==> src/duart_regs_pkg.sv <==
`default_nettype none
package duart_regs_pkg;

    // Register indices; the byte address on the bus is four times the index.
    localparam logic [5:0] IDX_STATUS_A = 6'h01;
    localparam logic [5:0] IDX_CMD_A = 6'h02;
    localparam logic [5:0] IDX_RXDATA_A = 6'h03;
    localparam logic [5:0] IDX_AUX = 6'h04;
    localparam logic [5:0] IDX_ISR = 6'h05;
    localparam logic [5:0] IDX_STATUS_B = 6'h09;
    localparam logic [5:0] IDX_CMD_B = 6'h0A;
    localparam logic [5:0] IDX_RXDATA_B = 6'h0B;
    localparam logic [5:0] IDX_OUTPUT_PIN_CONFIG = 6'h0D;
    localparam logic [5:0] IDX_OP_SET = 6'h0E;
    localparam logic [5:0] IDX_OP_CLR = 6'h0F;
    localparam logic [5:0] IDX_ERRMODE = 6'h10;
    localparam logic [5:0] IDX_ISR_CLR = 6'h11;
    localparam logic [5:0] IDX_IMR = 6'h12;

    // Channel command field.
    localparam int CMD_MISC_LSB = 4;
    localparam logic [2:0] CMD_RESET_RX = 3'h2;
    localparam logic [2:0] CMD_RESET_ERR = 3'h4;

    // Channel status layout.
    localparam int SR_ERR_LSB = 5;
    localparam int SR_OVERRUN = 4;
    localparam int SR_TX_EMPTY = 3;
    localparam int SR_TX_READY = 2;
    localparam int SR_FIFO_FULL = 1;
    localparam int SR_RX_READY = 0;

    // Interrupt status layout; channel B sits four bits above channel A.
    localparam int ISR_TX_READY = 0;
    localparam int ISR_RX_READY = 1;
    localparam int ISR_BREAK = 2;
    localparam int ISR_COUNTER = 3;
    localparam int ISR_CH_STRIDE = 4;
    localparam int ISR_INPUT_CHANGE = 7;

    // Output configuration: bits 4..7 pick a live status instead of the latch.
    localparam int OUTPUT_PIN_CONFIG_RX_A = 4;
    localparam int OUTPUT_PIN_CONFIG_RX_B = 5;
    localparam int OUTPUT_PIN_CONFIG_TX_A = 6;
    localparam int OUTPUT_PIN_CONFIG_TX_B = 7;

    localparam logic [7:0] OPR_RESET = 8'h00;
    localparam logic [7:0] OUTPUT_PIN_CONFIG_RESET = 8'h00;
    localparam logic [7:0] ACR_RESET = 8'h00;
    localparam logic [7:0] IMR_RESET = 8'h00;
    localparam logic [7:0] ISR_RESET = 8'h00;
    localparam logic [1:0] ERRMODE_RESET = 2'h0;

    localparam int RX_FIFO_DEPTH = 8;
    localparam int CHAR_W = 8;
    localparam int ERR_W = 3;

endpackage

`default_nettype wire

==> src/duart_status_regs.sv <==
// Operation
// - Each stored character keeps its break, framing and parity flags.
// - A status read gives bits 7:5 from the head character in character mode, bits 4:0 live.
// - The reset-error-status command clears the per-character error bits.
// - In character mode a character's error bits go when it is read out.
// - In block mode errors stay until an error reset or a receiver reset.
// - In block mode each error bit ORs over all characters at the head.
`timescale 1ns/1ps
`default_nettype none

module duart_status_regs #(
    parameter int FIFO_DEPTH = duart_regs_pkg::RX_FIFO_DEPTH
) (
    input wire logic mclk,
    input wire logic reset,
    input wire logic psel,
    input wire logic penable,
    input wire logic pwrite,
    input wire logic [7:0] paddr,
    input wire logic [31:0] pwdata,
    output var logic [31:0] prdata,
    output var logic pready,
    output var logic pslverr,
    input wire logic [1:0] rxPush,
    input wire logic [duart_regs_pkg::CHAR_W-1:0] rxCharA,
    input wire logic [duart_regs_pkg::CHAR_W-1:0] rxCharB,
    input wire logic [duart_regs_pkg::ERR_W-1:0] rxErrA,
    input wire logic [duart_regs_pkg::ERR_W-1:0] rxErrB,
    input wire logic [1:0] overrunFlag,
    input wire logic [1:0] transmitterEmptyFlag,
    input wire logic [1:0] transmitHoldingReadyFlag,
    input wire logic [1:0] breakChange,
    input wire logic counterReady,
    input wire logic [3:0] inputPins,
    output var logic [7:0] outputPins,
    output var logic [1:0] rxResetPulse,
    output var logic irq
);
    import duart_regs_pkg::*;

    localparam int WORD_W = CHAR_W + ERR_W;

    function automatic logic isMapped(input logic [5:0] idx);
        unique case (idx)
            IDX_STATUS_A, IDX_CMD_A, IDX_RXDATA_A, IDX_AUX, IDX_ISR,
            IDX_STATUS_B, IDX_CMD_B, IDX_RXDATA_B, IDX_OUTPUT_PIN_CONFIG, IDX_OP_SET,
            IDX_OP_CLR, IDX_ERRMODE, IDX_ISR_CLR, IDX_IMR: isMapped = 1'b1;
            default: isMapped = 1'b0;
        endcase
    endfunction

    logic [5:0] idx;
    logic access;
    logic wrEn;
    logic rdEn;
    logic [7:0] rdMux;
    logic [7:0] opr_q;
    logic [7:0] output_pin_config_q;
    logic [7:0] acr_q;
    logic [7:0] imr_q;
    logic [7:0] isr_q;
    logic [1:0] errMode_q;
    logic [3:0] pinsMeta_q;
    logic [3:0] pinsSync_q;
    logic [3:0] pinsPrev_q;
    logic [1:0] primed_q;
    logic [3:0] delta_q;
    logic [3:0] newDelta;
    logic [1:0] txRdyPrev_q;
    logic [1:0] rxRdyPrev_q;
    logic [7:0] event_d;
    logic [1:0] cmdWr;
    logic [1:0] errReset;
    logic [1:0] rxReset;
    logic [1:0] rxPop;
    logic [1:0] fifoEmpty;
    logic [1:0] fifoFull;
    logic [7:0] statusWord [2];
    logic [CHAR_W-1:0] headChar [2];
    logic [CHAR_W-1:0] rxChar [2];
    logic [ERR_W-1:0] rxErr [2];
    logic [2:0] miscCmd;

    assign idx = paddr[7:2];
    assign access = psel && penable && pready;
    assign wrEn = access && pwrite && !pslverr;
    assign rdEn = access && !pwrite && !pslverr;
    assign miscCmd = pwdata[CMD_MISC_LSB +: 3];
    assign rxChar[0] = rxCharA;
    assign rxChar[1] = rxCharB;
    assign rxErr[0] = rxErrA;
    assign rxErr[1] = rxErrB;
    assign cmdWr[0] = wrEn && (idx == IDX_CMD_A);
    assign cmdWr[1] = wrEn && (idx == IDX_CMD_B);
    assign rxPop[0] = rdEn && (idx == IDX_RXDATA_A);
    assign rxPop[1] = rdEn && (idx == IDX_RXDATA_B);

    for (genvar c = 0; c < 2; c++) begin : g_ch
        logic [WORD_W-1:0] headWord;
        logic headSeen_q;
        logic charCleared_q;
        logic [ERR_W-1:0] accum_q;
        logic [ERR_W-1:0] errBits;
        logic newHead;

        assign errReset[c] = cmdWr[c] && (miscCmd == CMD_RESET_ERR);
        assign rxReset[c] = cmdWr[c] && (miscCmd == CMD_RESET_RX);

        rx_status_fifo #(
            .DEPTH(FIFO_DEPTH),
            .WIDTH(WORD_W)
        ) u_fifo (
            .mclk(mclk),
            .reset(reset),
            .flush(rxReset[c]),
            .push(rxPush[c]),
            .pushWord({rxErr[c], rxChar[c]}),
            .pop(rxPop[c]),
            .headWord(headWord),
            .empty(fifoEmpty[c]),
            .full(fifoFull[c])
        );

        // A character counts once, on the first cycle it sits at the head.
        assign newHead = !fifoEmpty[c] && !headSeen_q;

        always_ff @(posedge mclk) begin
            if (reset || rxReset[c] || rxPop[c]) begin
                headSeen_q <= 1'b0;
            end else if (!fifoEmpty[c]) begin
                headSeen_q <= 1'b1;
            end
        end

        // A character reaching the head in an error or receiver reset cycle is still counted.
        always_ff @(posedge mclk) begin
            if (reset) begin
                accum_q <= '0;
            end else if (newHead) begin
                accum_q <= ((errReset[c] || rxReset[c]) ? '0 : accum_q)
                    | headWord[CHAR_W +: ERR_W];
            end else if (errReset[c] || rxReset[c]) begin
                accum_q <= '0;
            end
        end

        always_ff @(posedge mclk) begin
            if (reset || rxPop[c] || rxReset[c]) begin
                charCleared_q <= 1'b0;
            end else if (errReset[c] && !fifoEmpty[c]) begin
                charCleared_q <= 1'b1;
            end
        end

        assign errBits = errMode_q[c] ? accum_q
            : ((fifoEmpty[c] || charCleared_q) ? '0
            : headWord[CHAR_W +: ERR_W]);

        assign statusWord[c] = {errBits,
            overrunFlag[c], transmitterEmptyFlag[c],
            transmitHoldingReadyFlag[c], fifoFull[c],
            !fifoEmpty[c]};
        assign headChar[c] = headWord[CHAR_W-1:0];
    end

    always_comb begin
        unique case (idx)
            IDX_STATUS_A: rdMux = statusWord[0];
            IDX_STATUS_B: rdMux = statusWord[1];
            IDX_RXDATA_A: rdMux = headChar[0];
            IDX_RXDATA_B: rdMux = headChar[1];
            IDX_AUX: rdMux = {delta_q, pinsSync_q};
            IDX_ISR: rdMux = isr_q;
            IDX_OUTPUT_PIN_CONFIG: rdMux = opr_q;
            IDX_ERRMODE: rdMux = {6'h00, errMode_q};
            IDX_IMR: rdMux = imr_q;
            default: rdMux = 8'h00;
        endcase
    end

    // Every answer takes one wait cycle so that the bus outputs are flops.
    always_ff @(posedge mclk) begin
        if (reset) begin
            pready <= 1'b0;
            pslverr <= 1'b0;
            prdata <= 32'h0000_0000;
        end else if (psel && penable && !pready) begin
            pready <= 1'b1;
            pslverr <= !isMapped(idx);
            prdata <= pwrite ? 32'h0000_0000 : {24'h00_0000, rdMux};
        end else begin
            pready <= 1'b0;
            pslverr <= 1'b0;
        end
    end

    always_ff @(posedge mclk) begin
        if (reset) begin
            output_pin_config_q <= OUTPUT_PIN_CONFIG_RESET;
            acr_q <= ACR_RESET;
            imr_q <= IMR_RESET;
            errMode_q <= ERRMODE_RESET;
        end else if (wrEn) begin
            unique case (idx)
                IDX_OUTPUT_PIN_CONFIG: output_pin_config_q <= pwdata[7:0];
                IDX_AUX: acr_q <= pwdata[7:0];
                IDX_IMR: imr_q <= pwdata[7:0];
                IDX_ERRMODE: errMode_q <= pwdata[1:0];
                default: ;
            endcase
        end
    end

    always_ff @(posedge mclk) begin
        if (reset) begin
            opr_q <= OPR_RESET;
        end else if (wrEn && (idx == IDX_OP_SET)) begin
            opr_q <= opr_q | pwdata[7:0];
        end else if (wrEn && (idx == IDX_OP_CLR)) begin
            opr_q <= opr_q & ~pwdata[7:0];
        end
    end

    // A latch bit of one drives the pin low; selected status outputs are
    // active low in the same way.
    always_ff @(posedge mclk) begin
        if (reset) begin
            outputPins <= 8'hFF;
        end else begin
            outputPins[3:0] <= ~opr_q[3:0];
            outputPins[OUTPUT_PIN_CONFIG_RX_A] <= ~(output_pin_config_q[OUTPUT_PIN_CONFIG_RX_A] ? !fifoEmpty[0]
                : opr_q[OUTPUT_PIN_CONFIG_RX_A]);
            outputPins[OUTPUT_PIN_CONFIG_RX_B] <= ~(output_pin_config_q[OUTPUT_PIN_CONFIG_RX_B] ? !fifoEmpty[1]
                : opr_q[OUTPUT_PIN_CONFIG_RX_B]);
            outputPins[OUTPUT_PIN_CONFIG_TX_A] <= ~(output_pin_config_q[OUTPUT_PIN_CONFIG_TX_A]
                ? transmitHoldingReadyFlag[0] : opr_q[OUTPUT_PIN_CONFIG_TX_A]);
            outputPins[OUTPUT_PIN_CONFIG_TX_B] <= ~(output_pin_config_q[OUTPUT_PIN_CONFIG_TX_B]
                ? transmitHoldingReadyFlag[1] : opr_q[OUTPUT_PIN_CONFIG_TX_B]);
        end
    end

    always_ff @(posedge mclk) begin
        if (reset) begin
            rxResetPulse <= 2'b00;
        end else begin
            rxResetPulse <= rxReset;
        end
    end

    always_ff @(posedge mclk) begin
        if (reset) begin
            pinsMeta_q <= 4'h0;
            pinsSync_q <= 4'h0;
            pinsPrev_q <= 4'h0;
            primed_q <= 2'b00;
        end else begin
            pinsMeta_q <= inputPins;
            pinsSync_q <= pinsMeta_q;
            pinsPrev_q <= pinsSync_q;
            primed_q <= {primed_q[0], 1'b1};
        end
    end

    // Changes are ignored until the synchroniser holds real pin samples.
    assign newDelta = primed_q[1] ? (pinsSync_q ^ pinsPrev_q) : 4'h0;

    // Reading the input change register clears the deltas; a new change in
    // that cycle survives.
    always_ff @(posedge mclk) begin
        if (reset) begin
            delta_q <= 4'h0;
        end else if (rdEn && (idx == IDX_AUX)) begin
            delta_q <= newDelta;
        end else begin
            delta_q <= delta_q | newDelta;
        end
    end

    always_ff @(posedge mclk) begin
        if (reset) begin
            txRdyPrev_q <= 2'b00;
            rxRdyPrev_q <= 2'b00;
        end else begin
            txRdyPrev_q <= transmitHoldingReadyFlag;
            rxRdyPrev_q <= ~fifoEmpty;
        end
    end

    always_comb begin
        event_d = 8'h00;
        for (int c = 0; c < 2; c++) begin
            event_d[ISR_TX_READY + c * ISR_CH_STRIDE] =
                transmitHoldingReadyFlag[c] && !txRdyPrev_q[c];
            event_d[ISR_RX_READY + c * ISR_CH_STRIDE] =
                !fifoEmpty[c] && !rxRdyPrev_q[c];
            event_d[ISR_BREAK + c * ISR_CH_STRIDE] = breakChange[c];
        end
        event_d[ISR_COUNTER] = counterReady;
        event_d[ISR_INPUT_CHANGE] = |(newDelta & acr_q[3:0]);
    end

    always_ff @(posedge mclk) begin
        if (reset) begin
            isr_q <= ISR_RESET;
        end else if (wrEn && (idx == IDX_ISR_CLR)) begin
            isr_q <= (isr_q & ~pwdata[7:0]) | event_d;
        end else begin
            isr_q <= isr_q | event_d;
        end
    end

    always_ff @(posedge mclk) begin
        if (reset) begin
            irq <= 1'b0;
        end else begin
            irq <= |(isr_q & imr_q);
        end
    end
endmodule

`default_nettype wire

==> src/rx_status_fifo.sv <==
`timescale 1ns/1ps
`default_nettype none

module rx_status_fifo #(
    parameter int DEPTH = 8,
    parameter int WIDTH = 11
) (
    input wire logic mclk,
    input wire logic reset,
    input wire logic flush,
    input wire logic push,
    input wire logic [WIDTH-1:0] pushWord,
    input wire logic pop,
    output logic [WIDTH-1:0] headWord,
    output logic empty,
    output logic full
);
    localparam int PW = (DEPTH > 1) ? $clog2(DEPTH) : 1;
    localparam int CW = $clog2(DEPTH + 1);
    localparam logic [CW-1:0] FULL_COUNT = CW'(DEPTH);
    localparam logic [PW-1:0] LAST_PTR = PW'(DEPTH - 1);

    logic [WIDTH-1:0] mem [DEPTH];
    logic [PW-1:0] rdPtr_q;
    logic [PW-1:0] wrPtr_q;
    logic [CW-1:0] count_q;
    logic doPush;
    logic doPop;

    assign empty = (count_q == '0);
    assign full = (count_q == FULL_COUNT);
    assign doPop = pop && !empty;
    // A character arriving into a full FIFO is lost; overrun is flagged
    // by the receiver itself.
    assign doPush = push && !full;
    assign headWord = mem[rdPtr_q];

    always_ff @(posedge mclk) begin
        if (doPush) begin
            mem[wrPtr_q] <= pushWord;
        end
    end

    always_ff @(posedge mclk) begin
        if (reset || flush) begin
            rdPtr_q <= '0;
            wrPtr_q <= '0;
            count_q <= '0;
        end else begin
            if (doPush) begin
                wrPtr_q <= (wrPtr_q == LAST_PTR) ? '0 : wrPtr_q + 1'b1;
            end
            if (doPop) begin
                rdPtr_q <= (rdPtr_q == LAST_PTR) ? '0 : rdPtr_q + 1'b1;
            end
            if (doPush && !doPop) begin
                count_q <= count_q + 1'b1;
            end else if (doPop && !doPush) begin
                count_q <= count_q - 1'b1;
            end
        end
    end
endmodule

`default_nettype wire

==> config.mk <==
export PLATFORM = sky130hd
export DESIGN_NAME = duart_status_regs
export DESIGN_NICKNAME = d
export VERILOG_FILES = /design/src/duart_regs_pkg.sv /design/src/duart_status_regs.sv /design/src/rx_status_fifo.sv
export SDC_FILE = /design/constraint.sdc
export NUM_CORES = 1
export LEC_CHECK = 0
export BUFFER_PORTS_ARGS = -buffer_cell sky130_fd_sc_hd__buf_2
export CORE_ASPECT_RATIO = 1.5
export CORE_MARGIN = 3
export CORE_UTILIZATION = 30
export CTS_BUF_LIST = sky130_fd_sc_hd__clkbuf_4 sky130_fd_sc_hd__clkbuf_8 sky130_fd_sc_hd__clkbuf_16
export DETAILED_ROUTE_END_ITERATION = 16
export PLACE_DENSITY = 0.55
export SLEW_MARGIN = 0
export SYNTH_ARGS = -nofsm -noshare
export SYNTH_HDL_FRONTEND = slang
export SYNTH_SLANG_ARGS = --single-unit
==> constraint.sdc <==
create_clock -name mclk -period 4 [get_ports mclk]
set_input_delay 0.8 -clock mclk [delete_from_list [all_inputs] [get_ports mclk]]
set_output_delay 0.8 -clock mclk [all_outputs]
set_load 0.01 [all_outputs]
==> results of run 1 <==
[flip-flops by register name, summed over array words and instances, names as in the netlist, 6 cells and up, named ones only]
register and flops:
g_ch.accum_q 6, g_ch.u_fifo.rdPtr_q 6, prdata 8, g_ch.u_fifo.count_q 8
g_ch.u_fifo.wrPtr_q 6, outputPins 8, g_ch.u_fifo.mem 176, imr_q 8
isr_q 8
[per-stage QoR]
stage,instance area (µm²),hold WS [ns]
after global routing,13700,0.411
after global placement,12800,0.391
after detailed placement,12800,0.389
after CTS,13700,0.399
after floorplan,11900,0.371
final,13700,0.402
[worst min-delay path by stage]
| stage | start | endpoint | cells past startpoint |
|---|---|---|---|
| after global routing | flip-flop | outputPins[2] | 1 |
| after CTS | flip-flop | outputPins[2] | 1 |
| after detailed placement | flip-flop | outputPins[3] | 1 |
| after global placement | flip-flop | outputPins[3] | 1 |
| final | flip-flop | outputPins[2] | 1 |
| after floorplan | flip-flop | outputPins[2] | 1 |
[layout by cell type (no fill, tap or decap), drive strengths merged, types with 5 or more instances in the layout]
cell type and count:
inv 7, or3 6, buf 109, clkbuf 41
dfxtp 113, nor3b 5, nor3 18, nor2b 18
nor4 6, a21oi 47, a22oi 21, o22ai 8
nand3 32, a211oi 6, conb 24, ha 14
mux2i 28, a221oi 7, nand2 79, clkinv 7
nor2 64, mux4 44, and3 5, xor2 6
nand2b 7, nand4 7, edfxtp 176, mux2 5
[power breakdown]
part	internal [W]	switching (W)	total, W	leakage (nW)
clock network	0.00163	0.00109	0.00271	0.477
logic	0.000231	0.000356	0.000588	1.71
registers	0.00330	0.0000934	0.00340	2.52
[cells by family after synthesis]
family          after synthesis
mux                          77
flops                       289
simple gates                268
fa+ha+maj                    16
buf+inv                      68
other cells                   1
compound gates              120
xor+xnor                     10
[metal layers]
| layer | vias up | part of all wire, % |
|---|---|---|
| li1 | 3397 | - |
| met1 | 3594 | 40 |
| met2 | 186 | 52 |
| met3 | 45 | 5.6 |
| met4 | 4 | 2.1 |
| met5 | - | 0.074 |
[layout make-up]
class | count | area (µm²) | share of cell area (%)
tap | 495 | 619 | 4.50
inverter | 8 | 30.0 | 0.218
antenna | 2 | 5.00 | 0.0364
clock buffer | 41 | 828 | 6.02
multi-input combinational | 515 | 3960 | 28.8
timing repair buffer | 109 | 628 | 4.57
clock inverter | 11 | 131 | 0.956
sequential | 289 | 7550 | 54.9
==> results.json, run 1 <==
{
  "fp-row-count": 88,
  "avgSynthCellArea_um2": 13.9,
  "rsz0062_at_grt": "no",
  "synthXorXnorAreaFrac_pct": 0.743,
  "synth-simple-area-share_pct": 11.9,
  "yosys_warnings": 0,
  "post-dp-hpwl_um": 19600,
  "slew_headroom_pct": 31.4,
  "ys.flop_type": "edfxtp_1",
  "max_slew.worst_pin.slew_ns": 1.02,
  "cts_root_buf": "clkbuf_16",
  "avgViaCountPerCell": 4.92,
  "die_h_um": 249,
  "place_ws_ns": 0.663,
  "rr_worst_depth": 12,
  "finalCritPeriodShare_pct": 69.6,
  "hp-class": "reg2reg",
  "grt_pass1_vias": 7276,
  "synth_compound_gate_area_share_pct": 6.89,
  "status": "finished, final reports clean",
  "synthCells": 849,
  "crit_arrival_ns": 3.26,
  "first_iter_violations": 379,
  "cp_cell_sequence": "nor3_1 -> nand2_1 -> nand2_1 -> inv_1 -> ha_1 -> inv_1 -> ha_1 -> a21o_1 -> a21oi_1 -> xnor2_1 -> or3_1 -> a21oi_1",
  "met2_usage_pct": 24.2,
  "cp-start-kind": "flip-flop",
  "yosysUniqueCellTypes": 66,
  "setup_viol": 0,
  "r2r-start": "g_ch[0].u_fifo.count_q[0]",
  "hold_viol_final": 0,
  "maxCapViolCount": 0,
  "vias": 7226,
  "worstSetupStartpoint": "g_ch[0].u_fifo.count_q[0]",
  "power_density_nw_per_um2": 487,
  "dieWidth_um": 168,
  "netlist_area_um2": 11800,
  "cts_resized": 0,
  "cp_max_fo": 9,
  "ant_nets": 0,
  "insertion_delay_ns": 0.55,
  "fill_cells": 3726,
  "gp_congestion": 0.814,
  "wire_per_inst_um": 19.3,
  "grt_use_met3_pct": 2.64,
  "io_buffer_count": 76,
  "finalSetupTns_ns": 0,
  "ys_seq_elements": 289,
  "fin_skew_ns": 0.0150,
  "crit_type": "reg2reg",
  "p_leak_nw": 4.70,
  "max_stage_delay_ns": 0.37,
  "synth_mux_area_share_pct": 11.3,
  "synthTopCellsByCount": "176 x edfxtp_1, 113 x dfxtp_1, 79 x nand2_1",
  "dp_cells": 1416,
  "synth.most_common_cell": "edfxtp_1",
  "cts_setup_buffers": 0,
  "antenna_found_initial": 6,
  "cts_num_sinks": 289,
  "cp-endpoint": "g_ch[0].u_fifo.count_q[3]",
  "p_total_w": 0.00670,
  "cp_num_buf_inv": 2,
  "fin_ws_ns": 1.21,
  "die_area_um2": 41700,
  "path_depth": 12,
  "final_layout_size_suffix_gt1_share_pct": 23.1,
  "firstDrtPassIters": 5,
  "h-tree-depth": 1,
  "r2r-end": "g_ch[0].u_fifo.count_q[3]",
  "synthTopCellsByArea": "edfxtp_1 45%, dfxtp_1 19%, mux4_2 8.4%",
  "cts_buffer_depth": 3,
  "max_freq_mhz": 359,
  "start_util_pct": 30.5,
  "cts_hold_buf": 0,
  "synth-async-reset-ratio_pct": 0,
  "drt-total-wl_um": 28400,
  "numCtsBuffers": 28,
  "final_cells": 1470,
  "yosys.area.top_type_share_pct": 44.9,
  "busiest_layer": "met2",
  "grt_pass1_wl_um": 43600,
  "irDropWorstVdd_v": 0.000318,
  "grt_max_degree": 50,
  "crit_family": "simple AND/OR/NAND/NOR gates",
  "crit_slowest_cell": "dfxtp_1",
  "synth_edf_count": 176,
  "clk_pin_slew_worst_paths_ns": 0.06,
  "yosysTopAreaCell": "edfxtp_1",
  "synth-seq-area-share_pct": 64.1,
  "grt_overflow": 0,
  "core_um2": 38600,
  "io_pins": 127,
  "synth_fa_ha_area_share_pct": 1.83,
  "endpoint_kind": "flip-flop",
  "route.detailed.drc": 0,
  "met1_usage_pct": 15.8,
  "r2r_slack_ns": 1.21,
  "area_growth_pct": 16.7,
  "required_ns": 4.47,
  "cts_tree": "done",
  "fin_nets": 1049,
  "finalCriticalPeriod_ns": 2.79,
  "synth_top_family_by_area": "simple AND/OR/NAND/NOR gates",
  "grt_util_all_layers_pct": 13.3,
  "fin_util_pct": 35.6,
  "drv_slew": 0
}
No activity file was read; power rests on OpenSTA's default activity.
==> inputs of run 2 (changes only) <==
==> constraint.sdc (replaced) <==
create_clock -name mclk -period 2.6 [get_ports mclk]
set_input_delay 0.52 -clock mclk [delete_from_list [all_inputs] [get_ports mclk]]
set_output_delay 0.52 -clock mclk [all_outputs]
set_load 0.01 [all_outputs]
==> results.json, run 2 (synthesis gave the netlist of run 1 again) <==
{
  "cp-start-kind": "flip-flop",
  "drt-total-wl_um": 28400,
  "die_h_um": 249,
  "dieWidth_um": 168,
  "cp_cell_sequence": "nand4b_1 -> nor2_2 -> buf_4 -> buf_4 -> nand3b_4 -> ha_4 -> inv_2 -> ha_1 -> a21o_1 -> a21oi_2 -> xnor2_1 -> or3_1 -> a21oi_1",
  "slew_headroom_pct": 62.7,
  "die_area_um2": 41700,
  "cp-endpoint": "g_ch[0].u_fifo.count_q[3]",
  "fill_cells": 3696,
  "irDropWorstVdd_v": 0.000508,
  "fin_nets": 1088,
  "multi_input_comb_area_um2": 3990,
  "rsz0062_at_grt": "no",
  "drv_slew": 0,
  "cts_root_buf": "clkbuf_16",
  "maxCapViolCount": 0,
  "required_ns": 3.08,
  "numCtsBuffers": 26,
  "ant_nets": 0,
  "hold_viol_final": 0,
  "wire_per_inst_um": 18.9,
  "clock_power_share_pct": 37.9,
  "r2r_slack_ns": 0.16,
  "setup_viol": 0,
  "r2r-end": "g_ch[0].u_fifo.count_q[3]",
  "avgViaCountPerCell": 4.84,
  "cpMostUsedCell": "buf_4",
  "top_register": "g_ch.u_fifo.mem",
  "h-tree-depth": 1,
  "core_um2": 38600,
  "clk_pin_slew_worst_paths_ns": 0.07,
  "cts_setup_buffers": 0,
  "grt_max_degree": 43,
  "route.detailed.drc": 0,
  "fin_skew_ns": 0.0253,
  "grt_pass1_vias": 7395,
  "cts_num_sinks": 289,
  "vias": 7288,
  "final_layout_size_suffix_gt1_share_pct": 26.4,
  "first_iter_violations": 478,
  "crit_slowest_cell": "dfxtp_1",
  "cts_resized": 0,
  "final_cell_mix": "176 x edfxtp_1, 113 x dfxtp_1, 79 x nand2_1",
  "switching_share_pct": 23.4,
  "place_ws_ns": -0.107,
  "switchingPower_w": 0.00235,
  "r2r-start": "pslverr",
  "max_stage_delay_ns": 0.33,
  "cts_tree": "done",
  "finalSetupTns_ns": 0,
  "crit_arrival_ns": 2.92,
  "seq_power_share_pct": 51.9,
  "finalCriticalPeriod_ns": 2.44,
  "antenna_found_initial": 5,
  "start_util_pct": 30.5,
  "p_leak_nw": 4.86,
  "seq_area_um2": 7550,
  "highest_layer": "met5",
  "gp_congestion": 0.836,
  "io_buffer_count": 76,
  "area_growth_pct": 18.8,
  "io_pins": 127,
  "comb_power_share_pct": 10.1,
  "met2_length_um": 15100,
  "cts_hold_buf": 0,
  "p_total_w": 0.0100,
  "hp-class": "in2reg",
  "endpoint_kind": "flip-flop",
  "grt_pass1_wl_um": 43600,
  "max_freq_mhz": 409,
  "grt_util_all_layers_pct": 13.4,
  "firstDrtPassIters": 7,
  "rr_worst_depth": 13,
  "fin_ws_ns": 0.157,
  "power_density_nw_per_um2": 717,
  "status": "finished, final reports clean",
  "mostFrequentLayoutCell": "edfxtp_1",
  "crit_type": "reg2reg",
  "cts_buffer_depth": 3,
  "wl_met3_um": 1510,
  "worstSetupStartpoint": "pslverr",
  "grt_overflow": 0,
  "power.internal_w": 0.00768,
  "insertion_delay_ns": 0.55,
  "drt-met1-wl_um": 10800,
  "fp-row-count": 88,
  "post-dp-hpwl_um": 20300,
  "finalCritPeriodShare_pct": 93.9,
  "cp_max_fo": 4,
  "largest_reg_flops": 176,
  "max_slew.worst_pin.slew_ns": 0.559
}
-- run 2: critical path, delay by kind of cell (launching register included) --
family	cells	cell delay, ns
and+or+nand+nor	4	0.80
AOI/OAI and AO/OA	3	0.41
adders and majority gates	2	0.39
buffers and inverters	3	0.35
DFF	1	0.33
xor gates and xnor gates	1	0.08
-- run 2: worst min-delay path by stage --
stage	from	end	slack, ns	cells past startpoint
CTS	breakChange[0]	isr_q[2]	0.14	3
finish	breakChange[0]	isr_q[2]	0.17	3
global route	breakChange[0]	isr_q[2]	0.16	3
floorplan	flip-flop	outputPins[2]	0.37	1
detailed placement	flip-flop	outputPins[3]	0.41	1
global placement	flip-flop	outputPins[3]	0.40	1
-- run 2: power by group through the flow --
stage	sequential [W]	combinational (W)	clock [W]
floorplan	0.00527	0.000636	0
global placement	0.00530	0.00102	0
detailed placement	0.00531	0.00104	0
CTS	0.00521	0.00104	0.00393
global route	0.00523	0.00114	0.00410
finish	0.00521	0.00102	0.00381
-- run 2: cell type report --
cell class,instances,share of cell area (%)
inverters,8,0.214
multi-input cells,515,28.5
repair buffers,150,6.86
clock buffers,35,5.17
flip-flops and latches,289,53.9
well taps,495,4.42
diodes,1,0.0179
clock inverters,13,0.894
-- run 2: per-layer routing --
metal	up-vias	GRT usage [%]
met2	206	24.6
met3	65	2.41
met1	3544	15.5
met5	-	0
li1	3465	-
met4	8	4.91
-- run 2: through the flow --
| stage | hold slack, ns | std cells | utilization [%] | instance area, µm² |
|---|---|---|---|---|
| finish | 0.173 | 1506 | 36.2 | 14000 |
| global route | 0.158 | 1505 | 36.2 | 14000 |
| CTS | 0.143 | 1505 | 36.2 | 14000 |
| detailed placement | 0.407 | 1457 | 34.0 | 13100 |
| global placement | 0.399 | 1457 | 34.0 | 13100 |
| floorplan | 0.371 | 872 | - | 11900 |
